## config.mk

```make
export PLATFORM = sky130hd
export DESIGN_NAME = wdt_top
export DESIGN_NICKNAME = d
export VERILOG_FILES = /design/src/pkg/wdt_pkg.sv /design/src/design/wdt_lf_tick.sv /design/src/design/wdt_top.sv
export VERILOG_INCLUDE_DIRS = /design/src /design/src/pkg
export SDC_FILE = /design/constraint.sdc
export NUM_CORES = 1
export LEC_CHECK = 0
export ABC_AREA = 1
export ABC_CLOCK_PERIOD_IN_PS = 2100
export BUFFER_PORTS_ARGS = -buffer_cell sky130_fd_sc_hd__clkbuf_2
export CAP_MARGIN = 15
export CELL_PAD_IN_SITES_DETAIL_PLACEMENT = 2
export CELL_PAD_IN_SITES_GLOBAL_PLACEMENT = 2
export CORE_UTILIZATION = 33
export CTS_CLUSTER_SIZE = 16
export DETAILED_ROUTE_END_ITERATION = 6
export GPL_TIMING_DRIVEN = 0
export PLACE_DENSITY = 0.84
export SYNTH_ARGS = -nofsm -noshare
export SYNTH_HDL_FRONTEND = slang
export SYNTH_SLANG_ARGS = --single-unit
```

## constraint.sdc

```tcl
create_clock -name clk -period 2.1 [get_ports clk]
set_input_delay 0.21 -clock clk [delete_from_list [all_inputs] [get_ports clk]]
set_output_delay 0.21 -clock clk [all_outputs]
set_load 0.005 [all_outputs]
```

## src/pkg/wdt_defs.svh

```systemverilog
// watchdog timer constants: timing counts, widths and reset values
`ifndef WDT_DEFS_SVH
`define WDT_DEFS_SVH

// ==========================================================
// clocking
`define WDT_CLK_PERIOD_NS  50
`define WDT_LF_PERIOD_NS   32000
`define WDT_LF_DIV_CYC     (`WDT_LF_PERIOD_NS / `WDT_CLK_PERIOD_NS)

// ==========================================================
// base stage and postscaler
`define WDT_BASE_PERIOD_NS 4000000
`define WDT_BASE_TICKS     (`WDT_BASE_PERIOD_NS / `WDT_LF_PERIOD_NS)
`define WDT_BASE_CYC       (`WDT_BASE_TICKS * `WDT_LF_DIV_CYC)
`define WDT_DIV_WIDTH      10
`define WDT_BASE_WIDTH     7
`define WDT_PS_WIDTH       16
`define WDT_SEL_WIDTH      4
`define WDT_GAP_WIDTH      17

// ==========================================================
// reset values
`define WDT_FREQ_SEL_RST   3'h3

`endif

```

## src/pkg/wdt_pkg.sv

```systemverilog
// watchdog timer types
package wdt_pkg;
  `include "wdt_defs.svh"

  typedef logic [`WDT_DIV_WIDTH-1:0]  wdt_div_t;
  typedef logic [`WDT_BASE_WIDTH-1:0] wdt_base_t;
  typedef logic [`WDT_PS_WIDTH-1:0]   wdt_ps_t;
  typedef logic [`WDT_SEL_WIDTH-1:0]  wdt_sel_t;
  typedef logic [2:0]                 wdt_freq_t;
  typedef logic [`WDT_GAP_WIDTH-1:0]  wdt_gap_t;
endpackage

```

## src/design/wdt_lf_tick.sv

```systemverilog
// low-frequency oscillator tick generator for the watchdog
`timescale 1ns/1ps
`include "wdt_defs.svh"
module wdt_lf_tick
  import wdt_pkg::*;
(
  input  wire logic clk,      // system clock
  input  wire logic rst,      // synchronous reset, active high
  input  wire logic enable,   // oscillator running
  input  wire logic restart,  // restart the phase
  output logic      lf_tick   // one-cycle tick at oscillator rate
);

  localparam wdt_div_t DIV_LAST = wdt_div_t'(`WDT_LF_DIV_CYC - 1);

  wdt_div_t div_cnt;

  // ==========================================================
  // divider
  // counts one oscillator period, held at zero while stopped
  always_ff @(posedge clk) begin
    if (rst || !enable || restart) begin
      div_cnt <= '0;
    end else if (div_cnt == DIV_LAST) begin
      div_cnt <= '0;
    end else begin
      div_cnt <= div_cnt + wdt_div_t'(1);
    end
  end

  // tick on the last count of each period
  assign lf_tick = enable && !restart && (div_cnt == DIV_LAST); // [RULE1]

  // ==========================================================
  // checks
  property p_tick_needs_osc;
    @(posedge clk) disable iff (rst)
      lf_tick |-> enable && $past(enable) && div_cnt == DIV_LAST;
  endproperty
  a_tick_needs_osc: assert property (p_tick_needs_osc) // [RULE1]
    else $error("oscillator tick while oscillator stopped");

endmodule

```

## src/design/wdt_top.sv

```systemverilog
// watchdog timer with base stage, postscaler and timeout tap select
`timescale 1ns/1ps
`include "wdt_defs.svh"
// Behaviour
// (RULE1) counter runs from the low-frequency oscillator, enabled together with watchdog
// (RULE2) base stage yields a 4 ms period before postscaling
// (RULE3) base period drives a 16-bit postscaler multiplying the timeout
// (RULE4) tap select from second high configuration word picks a postscaler output
// (RULE5) timeout spans 4 ms up to 131.072 s at the largest tap
// (RULE6) clear or sleep instruction zeroes base counter and postscaler
// (RULE7) change of oscillator frequency select zeroes base counter and postscaler
// (RULE8) clock failure zeroes base counter and postscaler
// (RULE9) expiry of the chosen tap without a clear asserts a device reset
module wdt_top
  import wdt_pkg::*;
(
  input  wire logic      clk,                      // system clock, 20 MHz
  input  wire logic      rst,                      // synchronous reset, active high
  input  wire logic      watchdog_enable,          // watchdog on
  input  wire wdt_sel_t  config_word_two_high_sel, // postscaler tap select
  input  wire logic      watchdog_clear_instr,     // clear instruction executed
  input  wire logic      sleep_instr,              // sleep instruction executed
  input  wire wdt_freq_t internal_osc_freq_select, // oscillator frequency select
  input  wire logic      clock_fail,               // clock failure detected
  output logic           low_freq_osc_en,          // oscillator enable
  output logic           watchdog_timeout          // one-cycle device reset request
);

  localparam wdt_base_t BASE_LAST = wdt_base_t'(`WDT_BASE_TICKS - 1);
  localparam wdt_gap_t  BASE_GAP  = wdt_gap_t'(`WDT_BASE_CYC - 1);

  // ==========================================================
  // tap decode
  // low-order postscaler bits that must all be set to expire
  function automatic wdt_ps_t tap_mask(input wdt_sel_t sel);
    logic [`WDT_PS_WIDTH:0] full;
    full     = ({{`WDT_PS_WIDTH{1'b0}}, 1'b1} << sel) - 17'h00001;
    tap_mask = full[`WDT_PS_WIDTH-1:0]; // [RULE5]
  endfunction

  wdt_base_t base_cnt;
  wdt_ps_t   ps_cnt;
  wdt_freq_t freq_prev;
  logic      lf_tick;
  logic      freq_change;
  logic      clr_all;
  logic      base_tick;
  logic      expire;

  // ==========================================================
  // oscillator
  // the watchdog enable also starts its clock source
  assign low_freq_osc_en = watchdog_enable; // [RULE1]

  wdt_lf_tick u_lf_tick (
    .clk     (clk),
    .rst     (rst),
    .enable  (low_freq_osc_en),
    .restart (clr_all),
    .lf_tick (lf_tick)
  );

  // ==========================================================
  // clear sources
  // remember the frequency select to see a write that changes it
  always_ff @(posedge clk) begin
    if (rst) begin
      freq_prev <= `WDT_FREQ_SEL_RST;
    end else begin
      freq_prev <= internal_osc_freq_select;
    end
  end

  assign freq_change = (internal_osc_freq_select != freq_prev);         // [RULE7]
  // any clear source restarts the whole chain; a clear beats an expiry
  assign clr_all = watchdog_clear_instr || sleep_instr                  // [RULE6]
                   || freq_change || clock_fail || !watchdog_enable;    // [RULE8]

  // ==========================================================
  // base stage
  // 125 oscillator ticks make one 4 ms base period
  always_ff @(posedge clk) begin
    if (rst || clr_all) begin
      base_cnt <= '0;                                                   // [RULE6]
    end else if (lf_tick) begin
      if (base_cnt == BASE_LAST) begin
        base_cnt <= '0;
      end else begin
        base_cnt <= base_cnt + wdt_base_t'(1);
      end
    end
  end

  assign base_tick = lf_tick && (base_cnt == BASE_LAST);                // [RULE2]

  // ==========================================================
  // postscaler
  // expiry when every bit below the chosen tap is set at a base tick
  assign expire = base_tick
                  && ((ps_cnt & tap_mask(config_word_two_high_sel))
                      == tap_mask(config_word_two_high_sel));           // [RULE4]

  always_ff @(posedge clk) begin
    if (rst || clr_all) begin
      ps_cnt <= '0;                                                     // [RULE6]
    end else if (expire) begin
      ps_cnt <= '0;                                                     // [RULE9]
    end else if (base_tick) begin
      ps_cnt <= ps_cnt + wdt_ps_t'(1);                                  // [RULE3]
    end
  end

  // ==========================================================
  // timeout
  // registered pulse, one cycle after the expiring base tick
  always_ff @(posedge clk) begin
    if (rst) begin
      watchdog_timeout <= 1'b0;
    end else begin
      watchdog_timeout <= expire;                                       // [RULE9]
    end
  end

  // ==========================================================
  // checks
  // cycles since the chain last restarted or ticked
  wdt_gap_t gap_cnt;

  always_ff @(posedge clk) begin
    if (rst || clr_all || base_tick) begin
      gap_cnt <= '0;
    end else if (gap_cnt != '1) begin
      gap_cnt <= gap_cnt + wdt_gap_t'(1);
    end
  end

  property p_base_period;
    @(posedge clk) disable iff (rst)
      base_tick |-> gap_cnt == BASE_GAP;
  endproperty
  a_base_period: assert property (p_base_period) // [RULE2]
    else $error("base tick not 4 ms after previous restart");

  property p_osc_follows_en;
    @(posedge clk) disable iff (rst)
      !watchdog_enable |-> !lf_tick ##1 (base_cnt == '0 && ps_cnt == '0);
  endproperty
  a_osc_follows_en: assert property (p_osc_follows_en) // [RULE1]
    else $error("watchdog counts while disabled");

  property p_ps_step;
    @(posedge clk) disable iff (rst)
      base_tick && !expire && !clr_all |=> ps_cnt == $past(ps_cnt) + wdt_ps_t'(1);
  endproperty
  a_ps_step: assert property (p_ps_step) // [RULE3]
    else $error("postscaler did not advance on base tick");

  property p_ps_hold;
    @(posedge clk) disable iff (rst)
      !base_tick && !clr_all |=> $stable(ps_cnt);
  endproperty
  a_ps_hold: assert property (p_ps_hold) // [RULE3]
    else $error("postscaler moved without base tick");

  property p_tap_match;
    @(posedge clk) disable iff (rst)
      watchdog_timeout |-> $past(base_tick)
        && (($past(ps_cnt) & tap_mask($past(config_word_two_high_sel)))
            == tap_mask($past(config_word_two_high_sel)));
  endproperty
  a_tap_match: assert property (p_tap_match) // [RULE4]
    else $error("timeout not at the selected tap");

  property p_shortest;
    @(posedge clk) disable iff (rst)
      base_tick && !clr_all && config_word_two_high_sel == 4'h0 |=> watchdog_timeout;
  endproperty
  a_shortest: assert property (p_shortest) // [RULE5]
    else $error("shortest tap did not expire at first base tick");

  property p_instr_clear;
    @(posedge clk) disable iff (rst)
      (watchdog_clear_instr || sleep_instr)
        |=> base_cnt == '0 && ps_cnt == '0 && !watchdog_timeout;
  endproperty
  a_instr_clear: assert property (p_instr_clear) // [RULE6]
    else $error("clear or sleep did not zero the counts");

  property p_freq_clear;
    @(posedge clk) disable iff (rst)
      $changed(internal_osc_freq_select) |=> base_cnt == '0 && ps_cnt == '0;
  endproperty
  a_freq_clear: assert property (p_freq_clear) // [RULE7]
    else $error("frequency select change did not zero the counts");

  property p_fail_clear;
    @(posedge clk) disable iff (rst)
      clock_fail |=> base_cnt == '0 && ps_cnt == '0 && !watchdog_timeout;
  endproperty
  a_fail_clear: assert property (p_fail_clear) // [RULE8]
    else $error("clock failure did not zero the counts");

  property p_timeout_restart;
    @(posedge clk) disable iff (rst)
      watchdog_timeout |-> ps_cnt == '0 && !$past(clr_all) ##1 !watchdog_timeout;
  endproperty
  a_timeout_restart: assert property (p_timeout_restart) // [RULE9]
    else $error("timeout not a single pulse from a clean count");

  // the top postscaler bit is never reached, the longest tap restarts first
  property p_ps_ceiling;
    @(posedge clk) disable iff (rst)
      !ps_cnt[`WDT_PS_WIDTH-1];
  endproperty
  a_ps_ceiling: assert property (p_ps_ceiling) // [RULE5]
    else $error("postscaler ran past the longest tap");

  // main scenarios
  c_timeout: cover property (@(posedge clk) disable iff (rst) watchdog_timeout);
  c_long_tap: cover property (@(posedge clk) disable iff (rst)
    base_tick && config_word_two_high_sel == 4'hF && ps_cnt == 16'h7FFF);
  c_clear_mid: cover property (@(posedge clk) disable iff (rst)
    watchdog_clear_instr && ps_cnt != '0);
  c_freq_change: cover property (@(posedge clk) disable iff (rst)
    freq_change && base_cnt != '0);
  c_sleep_clear: cover property (@(posedge clk) disable iff (rst)
    sleep_instr && base_cnt != '0);

endmodule

```

After elaboration in Yosys (flattened, before gate mapping)
Cells that the tools add are included.
{"block": "word_totals", "reg_bits": 37, "latch_bits": 0, "ram_bits": 0, "rom_bits": 0, "inputBits": 13, "elab_cells": 31, "memories": 0}
{"block": "classes", "add_sub_neg": 4, "n_mul": 0, "div": 0, "n_lt_le_gt_ge": 0, "n_eq_ne": 4, "n_shift": 1, "muxes": 1, "n_bitwise": 1, "reduce_logical": 15}
{"cell": "$add A16 B1 Y16 const B", "n": 1}
{"cell": "$and A16 B16 Y16", "n": 1}
{"cell": "$eq A16 B16 Y1", "n": 1}
{"cell": "$shl A1 B4 Y16 const A", "n": 1}
{"cell": "$sub A16 B1 Y16 const B", "n": 1}
{"cell": "$add A10 B1 Y10 const B", "n": 1}
{"cell": "$eq A10 B10 Y1 const B", "n": 1}
{"cell": "$add A7 B1 Y7 const B", "n": 1}
{"cell": "$eq A7 B7 Y1 const B", "n": 1}
{"cell": "$logic_or A1 B1 Y1", "n": 7}
{"cell": "$mux W7", "n": 1}
{"cell": "$logic_and A1 B1 Y1", "n": 4}
{"cell": "$reduce_or A2 Y1", "n": 2}
{"cell": "$ne A3 B3 Y1", "n": 1}
{"cell": "$logic_not A1 Y1", "n": 2}

Depth between registers and ports, before layout
{"block": "depth", "ltp_word": 10, "depth_mapped": 16}

Modules after synthesis
From an unflattened synthesis, not the netlist that was laid out.
{"block": "unflattened", "cells_unflattened": 310, "area_unflattened_um2": 2148.3}
{"module": "wdt_top", "instances": 1, "cells_each": 249, "area_each_um2": 1667.8, "seq_area_each_um2": 520.5}
{"module": "wdt_lf_tick", "instances": 1, "cells_each": 61, "area_each_um2": 480.5, "seq_area_each_um2": 200.2}

Worst setup path after synthesis
No wires, ideal clock.
{"block": "synth_timing", "path_type": "input to register", "start": "in config_word_two_high_sel[3]", "end": "reg ps_cnt[10]", "setup_time_ns": 0.122, "arrival_ns": 1.712, "required_ns": 1.978, "path_slack_ns": 0.267, "cell_stages": 16, "path_cell_list": "buf_6 -> nor2_4 -> nand2_1 -> ha_1 -> inv_1 -> nand2_1 -> nand2_1 -> nor2_1 -> nand2_1 -> nor2_1 -> nand3_1 -> nor2_1 -> nand3_2 -> nand2_4 -> buf_6 -> a21oi_1"}
{"block": "synth_between", "elab_chain_len": 6}
{"element": "from (decl)", "line": "wdt_top.sv:20", "rtl": "input wire wdt_sel_t config_word_two_high_sel,"}
{"element": "$shl A1 B4 Y16 *", "line": "wdt_top.sv:37", "rtl": "full = ({{`WDT_PS_WIDTH{1'b0}}, 1'b1} << sel) - 17'h00001;"}
{"element": "$sub A16 B1 Y16 *", "line": "wdt_top.sv:37"}
{"element": "$and A16 B16 Y16", "line": "wdt_top.sv:100", "rtl": "&& ((ps_cnt & tap_mask(config_word_two_high_sel))"}
{"element": "$eq A16 B16 Y1 *", "line": "wdt_top.sv:101", "rtl": "== tap_mask(config_word_two_high_sel));"}
{"element": "$logic_and A1 B1 Y1 *", "line": "wdt_top.sv:100"}
{"element": "$reduce_or A2 Y1 (no source line) *"}
{"element": "to (signal assigned)", "line": "wdt_top.sv:109", "rtl": "ps_cnt <= ps_cnt + wdt_ps_t'(1);"}
{"element": "to (decl)", "line": "wdt_top.sv:42", "rtl": "wdt_ps_t ps_cnt;"}
Mark *: on every way between the ends. The rest lies on a longest branch, timed or not.
A chain may end at the register's enable or synchronous reset.

Worst setup path after layout
{"block": "layout_timing", "start": "in config_word_two_high_sel[1]", "end": "reg ps_cnt[13]"}
The elaborated chain is that of the path after synthesis.

==> qor.yml <==
grt_first_pass_wirelength_um: 9690
first_iter_violations: 38
cp.required_ps: 2280
power_mw: 1.41
nFillCells: 765
critPathKind: "in -> reg"
synthTopCellsByArea: "dfxtp_1 (34%), nand2_1 (14%), inv_1 (7.3%), nor2_1 (6.6%), nand3_1 (5.5%)"
worst-path-max-fanout: 10
grt_use_total_pct: 19.2
synth-warning-count: 0
status: "completed"
gr-total-overflow: 0
worst_skew_pair.late_latency_ps: 290
area_delta_synth_final_pct: 14.6
drtPass1Iterations: 4
worstSetupEndpointType: "flop"
avgSynthCellArea_um2: 6.78
route.detailed.drc: 0
tightest_slew_ps: 421
port_buffers: 13
row_count: 28
drtAntennaViolNets: 0
setup_viol_count_final: 0
mostFrequentLayoutCells: "nand2_1 (80), inv_1 (41), nor2_1 (36)"
final-seq-area_um2: 722
ys_seq_area_share_pct: 34.2
drive_gt1_share_pct: 18.8
fin_crit_ps: 2070
vdd_drop_max_uv: 322
clock-sinks: 36
layout.nets: 353
max_freq_mhz: 483
core_area_um2: 6030
leakage_nw: 1.00
yosysUniqueCellTypes: 32
start_util_pct: 35.0
clk_pin_slew_ps: 80
cts_hold_buf: 0
die_w_um: 82.0
finalWirelength_um: 6170
dp_slack_ps: -280
synth_seq_cells: 36
cp-start-kind: "primary input"
slew_viol_final: 0
cp_data_arrival_time_ps: 2260
finalHoldViolations: 0
floorplan.die_area_um2: 6720
multi_input_area_um2: 1170
cts_tree: "built"
synth_top_cell_by_area: "dfxtp_1"
postSynthCellCount: 311
clock_path_buffers: 2
slew_headroom_pct: 71.9
routedWlPerCell_um: 15.0
cts_buffers: 5
power_density_nw_per_um2: 584
synthesis.nets: 329
cts_root_buf: "clkbuf_8"
route.vias.total: 2004
syn-cell-area_um2: 2110
hold_class: "in -> reg"
vias_per_cell: 4.88
antenna_found_initial: 0
dp_hpwl_um: 4430
grt_max_degree: 13
setup_slack_ps: 28.2
htreeDepth: 2
grt_pass1_vias: 2116
fin_worst_skew_ps: 8.60
mostFrequentLayoutCell: "nand2_1"
gp_congestion: 0.831
die_y_um: 82.0
antenna_cells: 0
maxCapViolCount: 0
ioPinCount: 15
rrSetupSlack_ps: 100
synth_top_cell_area_share_pct: 34.2
layout_worst_path_cycle_share_pct: 98.7
timing repair:
action / 4_1_cts / 5_1_grt
setup endpoints to repair: 0 / 10
gates resized for setup: 0 / 3
hold endpoints to repair: 0 / 0
buffers inserted: 0 / 4
Yosys cell counts (all sizes together):
cell type	n
inv	52
nand4	6
xnor2	2
dfxtp	36
nor3b	4
nand2	86
nor3	6
or2	3
o21ai	11
o221ai	1
nand3b	1
ha	5
buf	3
nor2	47
nand3	25
xor2	7
o31ai	1
a21oi	15
power breakdown:
part / switching [mW] / total (mW) / internal (mW)
registers: 0.00153 / 0.687 / 0.685
logic: 0.0622 / 0.0950 / 0.0328
clock network: 0.277 / 0.629 / 0.352
layout make-up:
type / count / area share (%)
buffer: 3 / 1.40
sequential: 36 / 29.9
multi-input combinational: 220 / 48.2
tap: 75 / 3.88
timing repair buffer: 17 / 3.93
inverter: 52 / 8.07
clock buffer: 5 / 2.85
clock inverter: 3 / 1.76
flip-flops by register name (all words and copies together) (netlist names):
signal	count
base_cnt	7
freq_prev	3
ps_cnt	15
u_lf_tick.div_cnt	10
watchdog_timeout	1
per-stage QoR:
step | cells | cell area (µm²) | hold slack, ps | util [%] | TNS [ps]
3_3_place_gp | 399 | 2270 | 416 | 37.6 | -2810
3_5_place_dp | 399 | 2270 | 440 | 37.6 | -3290
6_report | 411 | 2420 | 136 | 40.1 | 0
2_1_floorplan | 311 | 2110 | 281 | - | 0
5_1_grt | 411 | 2420 | 143 | 40.1 | -141
4_1_cts | 407 | 2380 | 128 | 39.5 | 0
worst paths after layout:
kind / start / end / cells after the start
max: config_word_two_high_sel[1] / ps_cnt[13] / 16
min: internal_osc_freq_select[0] / freq_prev[0] / 3
max reg2reg: u_lf_tick.div_cnt[0] / ps_cnt[13] / 13
min reg2reg: u_lf_tick.div_cnt[0] / u_lf_tick.div_cnt[0] / 1
worst max-delay path, stage by stage:
cell      delay, ps
clkbuf_2        140
nor2_2          200
nand2_1         130
ha_1            300
inv_1            40
nand2_1          50
nand2_1          40
nor2_1          180
nand2_1          70
nor2_1          130
nand3_1         130
nor2_1          170
nand3_2         140
nand2_4         130
buf_8           140
a21oi_1          40
layer usage:
layer | track usage [%] | vias to the layer above | share of wire, %
met5 | 0 | - | 0
met4 | 5.61 | 0 | 1.2
met3 | 3.33 | 9 | 1.2
met2 | 34.2 | 8 | 52
met1 | 23.3 | 974 | 46
li1 | - | 1013 | -
logic make-up (layout without fill, tap and decap cells):
family | after synthesis | in the layout | share of synthesized area [%]
fa+ha+maj | 5 | 5 | 2.97
xor+xnor | 9 | 9 | 3.74
buf+inv | 55 | 80 | 10.7
compound gates | 28 | 28 | 7.12
flops | 36 | 36 | 34.2
simple gates | 178 | 178 | 41.3
No activity file was read; power rests on OpenSTA's default activity.
